<file path="config.mk">
export PLATFORM = sky130hd
export DESIGN_NAME = cst_status_thermal
export DESIGN_NICKNAME = d
export VERILOG_FILES = /design/src/rtl/cst_pkg.sv /design/src/rtl/cst_status_thermal.sv
export SDC_FILE = /design/constraint.sdc
export NUM_CORES = 1
export LEC_CHECK = 0
export BUFFER_PORTS_ARGS = -buffer_cell sky130_fd_sc_hd__buf_2
export CELL_PAD_IN_SITES_DETAIL_PLACEMENT = 0
export CELL_PAD_IN_SITES_GLOBAL_PLACEMENT = 1
export CORE_ASPECT_RATIO = 1.5
export CORE_MARGIN = 1
export CORE_UTILIZATION = 29
export CTS_CLUSTER_SIZE = 20
export DETAILED_ROUTE_END_ITERATION = 6
export HOLD_SLACK_MARGIN = 0.12
export PLACE_DENSITY_LB_ADDON = 0.3
export SLEW_MARGIN = 20
export SYNTH_ARGS = -nofsm -noshare
export SYNTH_HDL_FRONTEND = slang
export SYNTH_SLANG_ARGS = --single-unit
</file>
<file path="constraint.sdc">
create_clock -name aclk -period 2.35 [get_ports aclk]
set_clock_uncertainty 0.1 [all_clocks]
set_input_delay 0.235 -clock aclk [delete_from_list [all_inputs] [get_ports aclk]]
set_output_delay 0.235 -clock aclk [all_outputs]
set_load 0.01 [all_outputs]
</file>
<file path="src/rtl/cst_pkg.sv">
// package: constants and types of the chassis status and thermal sequencer
// Contract
// - fan indicator green ok, red on fault
// - connection indicator green with session, else off
// - readiness indicator green ready, red not ready
// - fatal error blinks readiness yellow until power-cycle
// - boot: red, yellow initializing, then green
// - thermal indicator green within temperature limit
// - first over-temp: stay green, qualify one minute
// - persisting: yellow, suspend, reserve, halt traffic
// - yellow state monitors one more minute
// - still hot: reset used modules, go red
// - operator reset reinitializes, monitoring stays active
// - after reset restart sequence; cool means usable
// - remote login while hot raises thermal notice
// - rate indicator green 100M, yellow 10M
// - activity green traffic, yellow collision, else off
// - link green on pulse, red errors, else off
package cst_pkg;

   // ------------------------------------------------------------
   // sizes and timing
   // ------------------------------------------------------------
   localparam int unsigned FAN_N = 32'h4;
   localparam int unsigned MOD_N = 32'h8;
   localparam int unsigned ADDR_W = 32'h4;
   localparam logic [63:0] CLK_HZ = 64'h5F5E100;
   localparam logic [63:0] THERM_INTERVAL_S = 64'h3C;
   localparam logic [63:0] THERM_CYCLES = THERM_INTERVAL_S * CLK_HZ;
   localparam logic [63:0] BLINK_HZ = 64'h2;
   localparam logic [63:0] BLINK_CYCLES = CLK_HZ / (64'h2 * BLINK_HZ);

   // ------------------------------------------------------------
   // register map
   // ------------------------------------------------------------
   localparam logic [ADDR_W-1:0] OFF_CTRL = 4'h0;
   localparam logic [ADDR_W-1:0] OFF_STATUS = 4'h4;
   localparam logic [ADDR_W-1:0] OFF_IRQ_STAT = 4'h8;
   localparam logic [ADDR_W-1:0] OFF_IRQ_MASK = 4'hC;
   localparam int unsigned CTRL_OP_RESET_BIT = 32'h0;
   localparam int unsigned ST_TH_LSB = 32'h0;
   localparam int unsigned ST_BOOT_LSB = 32'h2;
   localparam int unsigned ST_FATAL_BIT = 32'h4;
   localparam int unsigned ST_HOT_BIT = 32'h5;
   localparam int unsigned IRQ_W = 32'h6;
   localparam int unsigned IRQ_QUAL = 32'h0;
   localparam int unsigned IRQ_SUSPEND = 32'h1;
   localparam int unsigned IRQ_MODRST = 32'h2;
   localparam int unsigned IRQ_FATAL = 32'h3;
   localparam int unsigned IRQ_NOTICE = 32'h4;
   localparam int unsigned IRQ_FAN = 32'h5;
   localparam logic [IRQ_W-1:0] IRQ_MASK_RST = 6'h00;
   localparam logic [1:0] RESP_OKAY = 2'h0;
   localparam logic [1:0] RESP_SLVERR = 2'h2;

   // ------------------------------------------------------------
   // types
   // ------------------------------------------------------------
   typedef enum logic [1:0] {
      CLR_OFF = 2'h0, CLR_GREEN = 2'h1, CLR_YELLOW = 2'h2, CLR_RED = 2'h3
   } cst_color_t;
   typedef enum logic [1:0] {
      TH_NORMAL = 2'h0, TH_QUAL = 2'h1, TH_SUSPEND = 2'h2, TH_RED = 2'h3
   } cst_th_state_t;
   typedef enum logic [1:0] {
      BOOT_HOLD = 2'h0, BOOT_INIT = 2'h1, BOOT_RUN = 2'h2
   } cst_boot_state_t;
   typedef struct packed {
      logic speed_100;
      logic activity;
      logic collision;
      logic duplex_full;
      logic link_ok;
      logic link_error;
   } cst_eth_t;
   typedef struct packed {
      logic [FAN_N-1:0] fan_fault;
      logic session_attached;
      logic chassis_ready;
      logic init_running;
      logic init_done;
      logic logins_enabled;
      logic fatal_error;
      logic over_temp;
      logic telnet_login;
      logic op_reset_req;
      logic [MOD_N-1:0] modules_in_use;
      cst_eth_t eth;
   } cst_pins_t;
   typedef struct packed {
      cst_color_t fan;
      cst_color_t conn;
      cst_color_t ready;
      cst_color_t thermal;
   } cst_front_t;
   typedef struct packed {
      cst_color_t rate;
      cst_color_t activity;
      cst_color_t duplex;
      cst_color_t link;
   } cst_back_t;

endpackage

</file>
<file path="src/rtl/cst_status_thermal.sv">
// chassis status indicators, thermal sequencer and register slave
`timescale 1ns/1ps
module cst_status_thermal #(
   parameter logic [32:0] MINUTE_CYCLES = 33'(cst_pkg::THERM_CYCLES),
   parameter logic [24:0] BLINK_CYCLES = 25'(cst_pkg::BLINK_CYCLES)
) (
   input wire logic aclk,
   input wire logic aresetn,
   input wire cst_pkg::cst_pins_t pins,
   output cst_pkg::cst_front_t front_ind,
   output cst_pkg::cst_back_t back_ind,
   output logic suspend_test_ops,
   output logic reserve_all_modules,
   output logic halt_traffic,
   output logic [cst_pkg::MOD_N-1:0] module_reset,
   output logic thermal_notice,
   output logic irq,
   input wire logic [cst_pkg::ADDR_W-1:0] s_axi_awaddr,
   input wire logic s_axi_awvalid,
   output logic s_axi_awready,
   input wire logic [31:0] s_axi_wdata,
   input wire logic [3:0] s_axi_wstrb,
   input wire logic s_axi_wvalid,
   output logic s_axi_wready,
   output logic [1:0] s_axi_bresp,
   output logic s_axi_bvalid,
   input wire logic s_axi_bready,
   input wire logic [cst_pkg::ADDR_W-1:0] s_axi_araddr,
   input wire logic s_axi_arvalid,
   output logic s_axi_arready,
   output logic [31:0] s_axi_rdata,
   output logic [1:0] s_axi_rresp,
   output logic s_axi_rvalid,
   input wire logic s_axi_rready
);

   // ------------------------------------------------------------
   // declarations
   // ------------------------------------------------------------
   cst_pkg::cst_pins_t sync1_r;
   cst_pkg::cst_pins_t pins_s;
   cst_pkg::cst_th_state_t th_state_r;
   cst_pkg::cst_th_state_t th_state_nxt;
   cst_pkg::cst_boot_state_t boot_state_r;
   cst_pkg::cst_front_t front_r;
   cst_pkg::cst_back_t back_r;
   logic [32:0] th_cnt_r;
   logic th_cnt_end;
   logic [24:0] blink_cnt_r;
   logic blink_r;
   logic fatal_r;
   logic op_req_d_r;
   logic fan_bad_d_r;
   logic notice_r;
   logic op_rst;
   logic sw_op_rst;
   logic [cst_pkg::MOD_N-1:0] mod_rst_r;
   logic susp_r;
   logic [cst_pkg::IRQ_W-1:0] irq_stat_r;
   logic [cst_pkg::IRQ_W-1:0] irq_mask_r;
   logic [cst_pkg::IRQ_W-1:0] irq_ev;
   logic [cst_pkg::IRQ_W-1:0] irq_clr;
   logic aw_hold_r;
   logic w_hold_r;
   logic [cst_pkg::ADDR_W-1:0] awaddr_r;
   logic [31:0] wdata_r;
   logic wstrb0_r;
   logic bvalid_r;
   logic [1:0] bresp_r;
   logic rvalid_r;
   logic [31:0] rdata_r;
   logic [1:0] rresp_r;
   logic [31:0] rd_mux;
   logic rd_hit;
   logic wr_go;

   function automatic logic reg_hit(input logic [cst_pkg::ADDR_W-1:0] a,
                                    input logic [cst_pkg::ADDR_W-1:0] off);
      reg_hit = (a[cst_pkg::ADDR_W-1:2] == off[cst_pkg::ADDR_W-1:2]);
   endfunction

   // ------------------------------------------------------------
   // pin synchroniser
   // ------------------------------------------------------------
   // every pin is asynchronous to aclk, so all pass two stages
   always_ff @(posedge aclk)
   begin
      if (!aresetn)
      begin
         sync1_r <= '0;
         pins_s <= '0;
      end
      else
      begin
         sync1_r <= pins;
         pins_s <= sync1_r;
      end
   end

   // ------------------------------------------------------------
   // operator reset and fatal latch
   // ------------------------------------------------------------
   assign sw_op_rst = wr_go && reg_hit(awaddr_r, cst_pkg::OFF_CTRL) && wstrb0_r
                      && wdata_r[cst_pkg::CTRL_OP_RESET_BIT];
   assign op_rst = (pins_s.op_reset_req && !op_req_d_r) || sw_op_rst;

   always_ff @(posedge aclk)
   begin
      if (!aresetn)
      begin
         op_req_d_r <= 1'b0;
         fan_bad_d_r <= 1'b0;
         fatal_r <= 1'b0;
      end
      else
      begin
         op_req_d_r <= pins_s.op_reset_req;
         fan_bad_d_r <= |pins_s.fan_fault;
         if (pins_s.fatal_error)
            fatal_r <= 1'b1;
      end
   end

   // ------------------------------------------------------------
   // boot sequence
   // ------------------------------------------------------------
   always_ff @(posedge aclk)
   begin
      if (!aresetn)
         boot_state_r <= cst_pkg::BOOT_HOLD;
      else if (op_rst)
         boot_state_r <= cst_pkg::BOOT_HOLD;
      else
      begin
         unique case (boot_state_r)
            cst_pkg::BOOT_HOLD:
               if (pins_s.init_running)
                  boot_state_r <= cst_pkg::BOOT_INIT;
            cst_pkg::BOOT_INIT:
               if (pins_s.init_done && pins_s.logins_enabled)
                  boot_state_r <= cst_pkg::BOOT_RUN;
            cst_pkg::BOOT_RUN:
               boot_state_r <= cst_pkg::BOOT_RUN;
            default:
               boot_state_r <= cst_pkg::BOOT_HOLD;
         endcase
      end
   end

   // ------------------------------------------------------------
   // thermal sequencer
   // ------------------------------------------------------------
   assign th_cnt_end = (th_cnt_r == MINUTE_CYCLES - 33'h1);

   always_comb
   begin
      th_state_nxt = th_state_r;
      unique case (th_state_r)
         cst_pkg::TH_NORMAL:
            if (pins_s.over_temp)
               th_state_nxt = cst_pkg::TH_QUAL;
         cst_pkg::TH_QUAL:
            if (!pins_s.over_temp)
               th_state_nxt = cst_pkg::TH_NORMAL;
            else if (th_cnt_end)
               th_state_nxt = cst_pkg::TH_SUSPEND;
         cst_pkg::TH_SUSPEND:
            if (th_cnt_end && pins_s.over_temp)
               th_state_nxt = cst_pkg::TH_RED;
         cst_pkg::TH_RED:
            th_state_nxt = cst_pkg::TH_RED;
      endcase
      if (op_rst)
         th_state_nxt = cst_pkg::TH_NORMAL;
   end

   // suspended states hold until an operator reset; a dip under the limit
   // alone does not release reserved modules
   always_ff @(posedge aclk)
   begin
      if (!aresetn)
      begin
         th_state_r <= cst_pkg::TH_NORMAL;
         th_cnt_r <= 33'h0;
      end
      else
      begin
         th_state_r <= th_state_nxt;
         if (th_state_nxt != th_state_r || op_rst || th_cnt_end)
            th_cnt_r <= 33'h0;
         else if (th_state_r == cst_pkg::TH_QUAL || th_state_r == cst_pkg::TH_SUSPEND)
            th_cnt_r <= th_cnt_r + 33'h1;
      end
   end

   always_ff @(posedge aclk)
   begin
      if (!aresetn)
      begin
         susp_r <= 1'b0;
         mod_rst_r <= '0;
         notice_r <= 1'b0;
      end
      else
      begin
         susp_r <= (th_state_r == cst_pkg::TH_SUSPEND) || (th_state_r == cst_pkg::TH_RED);
         if (th_state_r == cst_pkg::TH_SUSPEND && th_state_nxt == cst_pkg::TH_RED)
            mod_rst_r <= pins_s.modules_in_use;
         else
            mod_rst_r <= '0;
         notice_r <= pins_s.telnet_login && pins_s.over_temp;
      end
   end

   // ------------------------------------------------------------
   // blink divider
   // ------------------------------------------------------------
   always_ff @(posedge aclk)
   begin
      if (!aresetn)
      begin
         blink_cnt_r <= 25'h0;
         blink_r <= 1'b0;
      end
      else if (blink_cnt_r == BLINK_CYCLES - 25'h1)
      begin
         blink_cnt_r <= 25'h0;
         blink_r <= !blink_r;
      end
      else
         blink_cnt_r <= blink_cnt_r + 25'h1;
   end

   // ------------------------------------------------------------
   // indicators
   // ------------------------------------------------------------
   always_ff @(posedge aclk)
   begin
      if (!aresetn)
      begin
         front_r <= {cst_pkg::CLR_GREEN, cst_pkg::CLR_OFF, cst_pkg::CLR_RED,
                     cst_pkg::CLR_GREEN};
         back_r <= {cst_pkg::CLR_YELLOW, cst_pkg::CLR_OFF, cst_pkg::CLR_YELLOW,
                    cst_pkg::CLR_OFF};
      end
      else
      begin
         front_r.fan <= (|pins_s.fan_fault) ? cst_pkg::CLR_RED : cst_pkg::CLR_GREEN;
         front_r.conn <= pins_s.session_attached ? cst_pkg::CLR_GREEN : cst_pkg::CLR_OFF;
         if (fatal_r || pins_s.fatal_error)
            front_r.ready <= blink_r ? cst_pkg::CLR_YELLOW : cst_pkg::CLR_OFF;
         else if (boot_state_r == cst_pkg::BOOT_INIT)
            front_r.ready <= cst_pkg::CLR_YELLOW;
         else if (boot_state_r == cst_pkg::BOOT_RUN && pins_s.chassis_ready)
            front_r.ready <= cst_pkg::CLR_GREEN;
         else
            front_r.ready <= cst_pkg::CLR_RED;
         unique case (th_state_r)
            cst_pkg::TH_NORMAL, cst_pkg::TH_QUAL: front_r.thermal <= cst_pkg::CLR_GREEN;
            cst_pkg::TH_SUSPEND: front_r.thermal <= cst_pkg::CLR_YELLOW;
            cst_pkg::TH_RED: front_r.thermal <= cst_pkg::CLR_RED;
         endcase
         back_r.rate <= pins_s.eth.speed_100 ? cst_pkg::CLR_GREEN : cst_pkg::CLR_YELLOW;
         back_r.activity <= pins_s.eth.collision ? cst_pkg::CLR_YELLOW :
                            pins_s.eth.activity ? cst_pkg::CLR_GREEN : cst_pkg::CLR_OFF;
         back_r.duplex <= pins_s.eth.duplex_full ? cst_pkg::CLR_GREEN : cst_pkg::CLR_YELLOW;
         back_r.link <= pins_s.eth.link_error ? cst_pkg::CLR_RED :
                        pins_s.eth.link_ok ? cst_pkg::CLR_GREEN : cst_pkg::CLR_OFF;
      end
   end

   // ------------------------------------------------------------
   // interrupts
   // ------------------------------------------------------------
   assign irq_ev[cst_pkg::IRQ_QUAL] = (th_state_r == cst_pkg::TH_NORMAL)
                                      && (th_state_nxt == cst_pkg::TH_QUAL);
   assign irq_ev[cst_pkg::IRQ_SUSPEND] = (th_state_r == cst_pkg::TH_QUAL)
                                         && (th_state_nxt == cst_pkg::TH_SUSPEND);
   assign irq_ev[cst_pkg::IRQ_MODRST] = (th_state_r == cst_pkg::TH_SUSPEND)
                                        && (th_state_nxt == cst_pkg::TH_RED);
   assign irq_ev[cst_pkg::IRQ_FATAL] = pins_s.fatal_error && !fatal_r;
   assign irq_ev[cst_pkg::IRQ_NOTICE] = pins_s.telnet_login && pins_s.over_temp && !notice_r;
   assign irq_ev[cst_pkg::IRQ_FAN] = (|pins_s.fan_fault) && !fan_bad_d_r;
   assign irq_clr = (s_axi_arvalid && s_axi_arready
                     && reg_hit(s_axi_araddr, cst_pkg::OFF_IRQ_STAT)) ? '1 : '0;

   always_ff @(posedge aclk)
   begin
      if (!aresetn)
         irq_stat_r <= '0;
      else
         // an event in the clearing cycle survives
         irq_stat_r <= (irq_stat_r & ~irq_clr) | irq_ev;
   end

   always_ff @(posedge aclk)
   begin
      if (!aresetn)
         irq_mask_r <= cst_pkg::IRQ_MASK_RST;
      else if (wr_go && reg_hit(awaddr_r, cst_pkg::OFF_IRQ_MASK) && wstrb0_r)
         irq_mask_r <= wdata_r[cst_pkg::IRQ_W-1:0];
   end

   // ------------------------------------------------------------
   // register slave
   // ------------------------------------------------------------
   // address and data may come in either order; both are parked first
   assign wr_go = aw_hold_r && w_hold_r && !bvalid_r;

   always_ff @(posedge aclk)
   begin
      if (!aresetn)
      begin
         aw_hold_r <= 1'b0;
         w_hold_r <= 1'b0;
         awaddr_r <= '0;
         wdata_r <= 32'h0;
         wstrb0_r <= 1'b0;
         bvalid_r <= 1'b0;
         bresp_r <= cst_pkg::RESP_OKAY;
      end
      else
      begin
         if (s_axi_awvalid && s_axi_awready)
         begin
            aw_hold_r <= 1'b1;
            awaddr_r <= s_axi_awaddr;
         end
         if (s_axi_wvalid && s_axi_wready)
         begin
            w_hold_r <= 1'b1;
            wdata_r <= s_axi_wdata;
            wstrb0_r <= s_axi_wstrb[0];
         end
         if (wr_go)
         begin
            aw_hold_r <= 1'b0;
            w_hold_r <= 1'b0;
            bvalid_r <= 1'b1;
            bresp_r <= (reg_hit(awaddr_r, cst_pkg::OFF_CTRL)
                        || reg_hit(awaddr_r, cst_pkg::OFF_IRQ_MASK)
                        || reg_hit(awaddr_r, cst_pkg::OFF_STATUS)
                        || reg_hit(awaddr_r, cst_pkg::OFF_IRQ_STAT))
                       ? cst_pkg::RESP_OKAY : cst_pkg::RESP_SLVERR;
         end
         else if (bvalid_r && s_axi_bready)
            bvalid_r <= 1'b0;
      end
   end

   always_comb
   begin
      rd_mux = 32'h0;
      rd_hit = 1'b1;
      if (reg_hit(s_axi_araddr, cst_pkg::OFF_STATUS))
      begin
         rd_mux[cst_pkg::ST_TH_LSB +: 2] = th_state_r;
         rd_mux[cst_pkg::ST_BOOT_LSB +: 2] = boot_state_r;
         rd_mux[cst_pkg::ST_FATAL_BIT] = fatal_r;
         rd_mux[cst_pkg::ST_HOT_BIT] = pins_s.over_temp;
      end
      else if (reg_hit(s_axi_araddr, cst_pkg::OFF_IRQ_STAT))
         rd_mux[cst_pkg::IRQ_W-1:0] = irq_stat_r;
      else if (reg_hit(s_axi_araddr, cst_pkg::OFF_IRQ_MASK))
         rd_mux[cst_pkg::IRQ_W-1:0] = irq_mask_r;
      else if (!reg_hit(s_axi_araddr, cst_pkg::OFF_CTRL))
         rd_hit = 1'b0;
   end

   always_ff @(posedge aclk)
   begin
      if (!aresetn)
      begin
         rvalid_r <= 1'b0;
         rdata_r <= 32'h0;
         rresp_r <= cst_pkg::RESP_OKAY;
      end
      else if (s_axi_arvalid && s_axi_arready)
      begin
         rvalid_r <= 1'b1;
         rdata_r <= rd_mux;
         rresp_r <= rd_hit ? cst_pkg::RESP_OKAY : cst_pkg::RESP_SLVERR;
      end
      else if (rvalid_r && s_axi_rready)
         rvalid_r <= 1'b0;
   end

   // ------------------------------------------------------------
   // outputs
   // ------------------------------------------------------------
   assign s_axi_awready = !aw_hold_r && !bvalid_r;
   assign s_axi_wready = !w_hold_r && !bvalid_r;
   assign s_axi_bvalid = bvalid_r;
   assign s_axi_bresp = bresp_r;
   assign s_axi_arready = !rvalid_r;
   assign s_axi_rvalid = rvalid_r;
   assign s_axi_rdata = rdata_r;
   assign s_axi_rresp = rresp_r;
   assign front_ind = front_r;
   assign back_ind = back_r;
   assign suspend_test_ops = susp_r;
   assign reserve_all_modules = susp_r;
   assign halt_traffic = susp_r;
   assign module_reset = mod_rst_r;
   assign thermal_notice = notice_r;
   assign irq = |(irq_stat_r & irq_mask_r);

   // ------------------------------------------------------------
   // assertions
   // ------------------------------------------------------------
   property p_fan_red;
      @(posedge aclk) disable iff (!aresetn)
      (|pins_s.fan_fault) |=> front_r.fan == cst_pkg::CLR_RED;
   endproperty
   a_fan_red: assert property (p_fan_red) else $error("fan fault not red");

   property p_conn_off;
      @(posedge aclk) disable iff (!aresetn)
      !pins_s.session_attached |=> front_r.conn == cst_pkg::CLR_OFF;
   endproperty
   a_conn_off: assert property (p_conn_off) else $error("conn lit with no session");

   property p_fatal_blink;
      @(posedge aclk) disable iff (!aresetn)
      fatal_r |=> fatal_r && front_r.ready != cst_pkg::CLR_GREEN
                  && front_r.ready != cst_pkg::CLR_RED;
   endproperty
   a_fatal_blink: assert property (p_fatal_blink) else $error("fatal not held");

   property p_qual_green;
      @(posedge aclk) disable iff (!aresetn)
      th_state_r == cst_pkg::TH_QUAL |=> front_r.thermal == cst_pkg::CLR_GREEN;
   endproperty
   a_qual_green: assert property (p_qual_green) else $error("qualify not green");

   property p_suspend;
      @(posedge aclk) disable iff (!aresetn)
      (th_state_r == cst_pkg::TH_QUAL && th_cnt_end && pins_s.over_temp && !op_rst)
      |=> th_state_r == cst_pkg::TH_SUSPEND ##1 susp_r && halt_traffic
          && front_r.thermal == cst_pkg::CLR_YELLOW;
   endproperty
   a_suspend: assert property (p_suspend) else $error("suspend not entered");

   property p_red;
      @(posedge aclk) disable iff (!aresetn)
      (th_state_r == cst_pkg::TH_SUSPEND && th_cnt_end && pins_s.over_temp && !op_rst)
      |=> th_state_r == cst_pkg::TH_RED && mod_rst_r == $past(pins_s.modules_in_use);
   endproperty
   a_red: assert property (p_red) else $error("module reset missing");

   property p_restart;
      @(posedge aclk) disable iff (!aresetn)
      op_rst |=> th_state_r == cst_pkg::TH_NORMAL && th_cnt_r == 33'h0
                 && boot_state_r == cst_pkg::BOOT_HOLD;
   endproperty
   a_restart: assert property (p_restart) else $error("operator reset ignored");

   property p_activity;
      @(posedge aclk) disable iff (!aresetn)
      pins_s.eth.collision |=> back_r.activity == cst_pkg::CLR_YELLOW;
   endproperty
   a_activity: assert property (p_activity) else $error("collision not yellow");

   property p_link;
      @(posedge aclk) disable iff (!aresetn)
      (pins_s.eth.link_ok && !pins_s.eth.link_error) |=> back_r.link == cst_pkg::CLR_GREEN;
   endproperty
   a_link: assert property (p_link) else $error("link not green");

   property p_blink;
      @(posedge aclk) disable iff (!aresetn)
      (blink_cnt_r == BLINK_CYCLES - 25'h1) |=> blink_r != $past(blink_r);
   endproperty
   a_blink: assert property (p_blink) else $error("blink did not toggle");

endmodule // cst_status_thermal

</file>
==> impl_metrics.json, run 1 <==
{
  "status": "finished, final reports clean",
  "relSlewSlack": 0.593,
  "synth_area_per_cell_um2": 10.0,
  "area_growth_pct": 27.5,
  "rows": 70,
  "ys_warn_count": 0,
  "ios": 148,
  "clkSlewWorstSetupHoldPaths_ns": 0.07,
  "reg2regPathDepth": 7,
  "max_cap_violations": 0,
  "route.vias.total": 5344,
  "gp_congestion": 0.795,
  "initial_core_util": 0.296,
  "cts_sinks": 175,
  "routed_wl_mm": 16.2,
  "die_area_mm2": 0.0257,
  "clk_latency_ns": 0.44,
  "async_flop_share": 0,
  "synthFlopType": "dfxtp_1",
  "setup_viol": 0,
  "grt_pass1_vias": 5328,
  "hold_viol": 0,
  "fin_nets": 950,
  "worstSetupPathType": "register to register",
  "fmax_mhz": 432,
  "critPathTopFamily": "simple AND/OR/NAND/NOR gates",
  "crit_buf_inv": 1,
  "core_mm2": 0.0245,
  "cts_tree": "done",
  "hp-class": "input pin to register",
  "synth_top_area_cell": "dfxtp_1",
  "drc_errors": 0,
  "cp.required_ns": 2.60,
  "power.total_mw": 6.79,
  "fin_area_mm2": 0.00926,
  "cts-htree-levels": 4,
  "power_density_mw_per_mm2": 733,
  "p_leak_nw": 3.59,
  "crit_arrival_ns": 2.56,
  "ant_nets": 0,
  "worstMarginPinSlew_ns": 0.609,
  "antenna_cells": 0,
  "io_buffers": 84,
  "critical_path_depth": 7,
  "root_buffer": "clkbuf_16",
  "dp_hpwl_mm": 10.8,
  "grt_max_degree": 53,
  "crit_chain": "ha_4 -> or3b_4 -> nor3_4 -> a31oi_4 -> o211a_4 -> clkbuf_16 -> nor4_2",
  "antenna_found_initial": 0,
  "cp-start-kind": "register",
  "synth_area_leaders": "dfxtp_1 (48%), and2_1 (5.6%), nor4_2 (5.3%), buf_4 (3.9%), xor2_1 (3.4%)",
  "drt-vias-per-instance": 4.46,
  "track_usage": 0.131,
  "grt-ovfl-total": 0,
  "synth-seq-cells": 175,
  "slowest_stage": "or3b_4",
  "drive_above_1_share": 0.245,
  "drtIter0Drc": 248,
  "yosysSeqAreaShare": 0.482,
  "fin_crit_ns": 2.31,
  "wl_per_cell_um": 13.5,
  "critPathMaxStageDelay_ns": 0.38,
  "holdWs_ns": 0.162,
  "hold_path_depth": 3,
  "synth.distinct_cells": 55,
  "cts-buffers-inserted": 17,
  "finalCritPeriodShare": 0.984,
  "syn_inst": 724,
  "endpoint_kind": "register",
  "grt_pass1_wl_mm": 26.6,
  "synth.top_cell.area_share": 0.482,
  "die_x_um": 131,
  "slew_viol_final": 0,
  "clk_path_buf_depth": 2,
  "die_h_um": 196,
  "place_area_mm2": 0.00802,
  "rsz0062_at_grt": "yes",
  "synth_edf_count": 0,
  "cp_max_fo": 8,
  "n_fill_cell": 2443,
  "dr.pass1.iters": 6,
  "peakVddDrop_uv": 549,
  "synth_area_mm2": 0.00726
}
Yosys cell counts (3+ instances only):
library cell and number:
a211oi_1 7, a21oi_1 16, a22oi_1 9, a31oi_1 3, and2_1 65, and3_1 16, and4_1 10, buf_2 6
buf_4 38, buf_6 3, clkbuf_1 21, dfxtp_1 175, ha_1 10, inv_1 16, mux2_2 6, mux2i_1 11
nand2_1 41, nand2b_1 4, nand3_1 19, nand4_1 21, nor2_1 61, nor2b_1 3, nor3_1 12, nor3b_1 11
nor4_1 9, nor4_2 31, nor4_4 3, nor4b_1 3, o21ai_0 8, or3_1 3, xnor2_1 25, xor2_1 28
worst reg2reg max path: stages (launching register included):
cell and delay (ns):
dfxtp_2 0.36, ha_4 0.14, or3b_4 0.38, nor3_4 0.30
a31oi_4 0.18, o211a_4 0.33, clkbuf_16 0.20, nor4_2 0.24
through the flow:
stage	cells	util	setup TNS (ns)	setup slack (ns)
after global placement	1119	0.327	0	0.0874
after floorplan	752	-	0	0.0123
final	1199	0.377	0	0.0373
after detailed placement	1119	0.327	0	0.0475
after global routing	1199	0.377	-1.21	-0.0697
after CTS	1193	0.368	0	0.0376
kinds of logic (layout without fill, tap and decap cells):
logic type / count (synthesis) / count (layout) / synth area share
adder cells (fa/ha/maj): 10 / 10 / 0.0172
XOR/XNOR: 53 / 53 / 0.0639
other: 2 / 30 / 0.00103
AO/OA/AOI/OAI: 57 / 57 / 0.0541
flip-flops: 175 / 175 / 0.482
buffers and inverters: 84 / 207 / 0.0672
AND/OR/NAND/NOR: 326 / 326 / 0.290
multiplexers: 17 / 17 / 0.0245
area by class of cell:
type | count | area [um2] | share of cell area
flip-flops and latches | 175 | 3510 | 0.379
clock inverters | 15 | 153 | 0.0165
multi-input cells | 493 | 3530 | 0.381
well taps | 324 | 405 | 0.0438
clock buffers | 17 | 425 | 0.0460
repair buffers | 159 | 1180 | 0.127
inverters | 16 | 60.1 | 0.00649
where the power goes:
group / total, mW / internal, mW / leakage [nW] / switching [mW]
combinational: 0.896 / 0.382 / 1.87 / 0.514
clock: 2.73 / 1.41 / 0.282 / 1.32
sequential: 3.16 / 3.09 / 1.43 / 0.0693
total: 6.79 / 4.88 / 3.59 / 1.91
routing by layer:
| layer | part of all wire | GRT usage |
|---|---|---|
| met1 | 0.44 | 0.148 |
| met2 | 0.50 | 0.232 |
| met3 | 0.036 | 0.0302 |
| met4 | 0.023 | 0.0610 |
| met5 | 0 | 0 |
final timing paths:
check | slack [ns] | start | to
worst min-delay path | 0.16 | s_axi_wvalid | w_hold_r
worst max-delay path | 0.04 | th_cnt_r[0] | th_cnt_r[3]
worst max register to register | 0.04 | th_cnt_r[0] | th_cnt_r[3]
worst min register to register | 0.31 | pins_s[3] | back_ind[4]
layout by cell type, fill, tap and decap left out, types with 10 or more instances in the layout:
master and count:
mux2i_1 11, and2_1 65, a21oi_1 16, clkbuf_16 19, buf_2 84, conb_1 30, and4_1 10, nor2_1 61
nand4_1 21, nor4_4 13, nor4_2 23, inv_1 15, xnor2_1 25, nand3_1 19, dlygate4sd3_1 42, nand2_1 41
and3_1 16, nor3b_1 11, xor2_1 28, nor3_1 11, dfxtp_1 172, buf_4 26
registers in the layout, summed over array words and instances, names as in the netlist, 2 cells and up:
signal        cells
awaddr_r          2
back_ind          8
blink_cnt_r      25
boot_state_r      2
front_ind         4
irq_mask_r        6
irq_stat_r        6
module_reset      8
pins_s           27
s_axi_rdata       6
sync1_r          27
th_cnt_r         33
th_state_r        2
wdata_r           6
timing repair:
action	CTS	global route
hold endpoints to repair	41	0
gates resized for setup	0	25
endpoints found under the setup margin	0	35
hold buffers	42	0
setup buffers	0	3
Power figures use the tool's default switching activity.
==> run 2, diff against run 1 <==
--- a/config.mk
+++ b/config.mk
@@ -15,7 +15,6 @@
 export DETAILED_ROUTE_END_ITERATION = 6
 export HOLD_SLACK_MARGIN = 0.12
 export PLACE_DENSITY_LB_ADDON = 0.3
-export SLEW_MARGIN = 20
 export SYNTH_ARGS = -nofsm -noshare
 export SYNTH_HDL_FRONTEND = slang
 export SYNTH_SLANG_ARGS = --single-unit
==> constraint.sdc (replaced) <==
create_clock -name aclk -period 1.86 [get_ports aclk]
set_clock_uncertainty 0.1 [all_clocks]
set_input_delay 0.186 -clock aclk [delete_from_list [all_inputs] [get_ports aclk]]
set_output_delay 0.186 -clock aclk [all_outputs]
set_load 0.01 [all_outputs]
==> impl_metrics.json, run 2 (synthesis results as in run 1) <==
{
  "top_register": "th_cnt_r",
  "grt_pass1_vias": 5504,
  "holdWs_ns": 0.202,
  "rsz0062_at_grt": "yes",
  "drt-vias-per-instance": 4.41,
  "grt_pass1_wl_mm": 28.0,
  "crit_arrival_ns": 2.47,
  "use_met1": 0.154,
  "rows": 70,
  "place_area_mm2": 0.00882,
  "setup_viol": 44,
  "fin_nets": 1038,
  "endpoint_kind": "register",
  "root_buffer": "clkbuf_16",
  "use_met3": 0.0274,
  "peakVddDrop_uv": 589,
  "critPathTopFamily": "simple AND/OR/NAND/NOR gates",
  "worstMarginPinSlew_ns": 0.519,
  "clk_latency_ns": 0.43,
  "drc_errors": 0,
  "cts_tree": "done",
  "final_cell_mix": "dfxtp_1 (169), buf_4 (99), buf_2 (84), and2_1 (65), nor2_1 (61)",
  "drtIter0Drc": 200,
  "antenna_cells": 0,
  "routed_wl_mm": 17.1,
  "power.total_mw": 8.80,
  "initial_core_util": 0.296,
  "area_growth_pct": 40.1,
  "track_usage": 0.138,
  "antenna_found_initial": 0,
  "grt-ovfl-total": 0,
  "dp_hpwl_mm": 12.4,
  "final_common_cell": "dfxtp_1",
  "ant_nets": 0,
  "cp.required_ns": 2.08,
  "ios": 148,
  "finalCritPeriodShare": 1.21,
  "fin_crit_ns": 2.25,
  "gr-usage-met2": 0.253,
  "die_h_um": 196,
  "busiest_layer": "met2",
  "dr.pass1.iters": 4,
  "critPathMaxStageDelay_ns": 0.39,
  "hold_viol": 0,
  "grt_max_degree": 66,
  "p_leak_nw": 4.08,
  "status": "finished, violations left",
  "largest_register_ffs": 33,
  "cp_max_fo": 5,
  "regToRegSetupSlack_ns": -0.39,
  "fin_util": 0.415,
  "fmax_mhz": 444,
  "route.vias.total": 5676,
  "setup_ws_ns": -0.391,
  "clkSlewWorstSetupHoldPaths_ns": 0.07,
  "violations": "negative setup slack",
  "die_x_um": 131,
  "slowest_stage": "or3b_4",
  "gp_congestion": 0.769,
  "drive_above_1_share": 0.349,
  "slew_viol_final": 0,
  "max_cap_violations": 0,
  "crit_buf_inv": 3,
  "fin_area_mm2": 0.0102,
  "hp-class": "input pin to register",
  "relSlewSlack": 0.654,
  "cp-start-kind": "register",
  "die_area_mm2": 0.0257,
  "crit_chain": "ha_4 -> or3b_4 -> nor3_4 -> a31oi_4 -> buf_12 -> nor4_4 -> buf_6 -> clkbuf_16 -> nor4_2",
  "clk_path_buf_depth": 2,
  "worstSetupPathType": "register to register",
  "cts_sinks": 175,
  "power_density_mw_per_mm2": 865,
  "reg_top3": "th_cnt_r x33, pins_s x27, sync1_r x27",
  "post-place-ws_ns": -0.505,
  "io_buffers": 84,
  "cts-htree-levels": 4,
  "cts-buffers-inserted": 17,
  "wl_per_cell_um": 13.3,
  "core_mm2": 0.0245
}
-- run 2: tightest hold or removal path, stage by stage --
cell and delay [ns]:
buf_2 0.18, inv_1 0.10, nand3_1 0.10, a21oi_1 0.07, nor2_1 0.07
-- run 2: what timing repair did --
item | 4_1_cts | 5_1_grt
endpoints found under the setup margin | 45 | 71
pin swaps | 9 | 16
gates resized for setup | 12 | 34
hold buffers | 43 | 0
cloned | 0 | 1
setup buffers | 5 | 6
hold endpoints to repair | 48 | 0
-- run 2: path summary, 6_finish.rpt --
kind,startpoint,cells past startpoint,to
max,th_cnt_r[1],9,th_cnt_r[13]
min,s_axi_araddr[2],5,irq_stat_r[3]
max reg2reg,th_cnt_r[1],9,th_cnt_r[13]
min reg2reg,pins_s[3],1,back_ind[4]
-- run 2: power breakdown --
| group | internal (mW) | leakage (nW) | switching, mW |
|---|---|---|---|
| Clock | 1.77 | 0.275 | 1.65 |
| Sequential | 3.91 | 1.43 | 0.0922 |
| Combinational | 0.657 | 2.37 | 0.718 |
-- run 2: metrics by stage --
step           cells  setup TNS [ns]
4_1_cts         1280          -14.06
3_3_place_gp    1200          -18.93
3_5_place_dp    1200          -19.71
5_1_grt         1287          -18.67
2_1_floorplan    752           -9.35
6_report        1287          -15.23
-- run 2: layout make-up --
| type | count | area [um2] |
|---|---|---|
| tap | 324 | 405 |
| fill | 2412 | 14300 |
| sequential | 175 | 3520 |
| multi-input combinational | 493 | 3680 |
| clock inverter | 15 | 145 |
| inverter | 16 | 67.6 |
| clock buffer | 17 | 425 |
| timing repair buffer | 247 | 1940 |
-- run 2: per-layer routing --
layer  vias up  part of all wire  wire length (um)
li1       2894                 -                 -
met1      2641              0.42              7210
met2       116              0.53              9070
met3        25             0.028               473
met4         0             0.017               298
met5         -                 0                 0
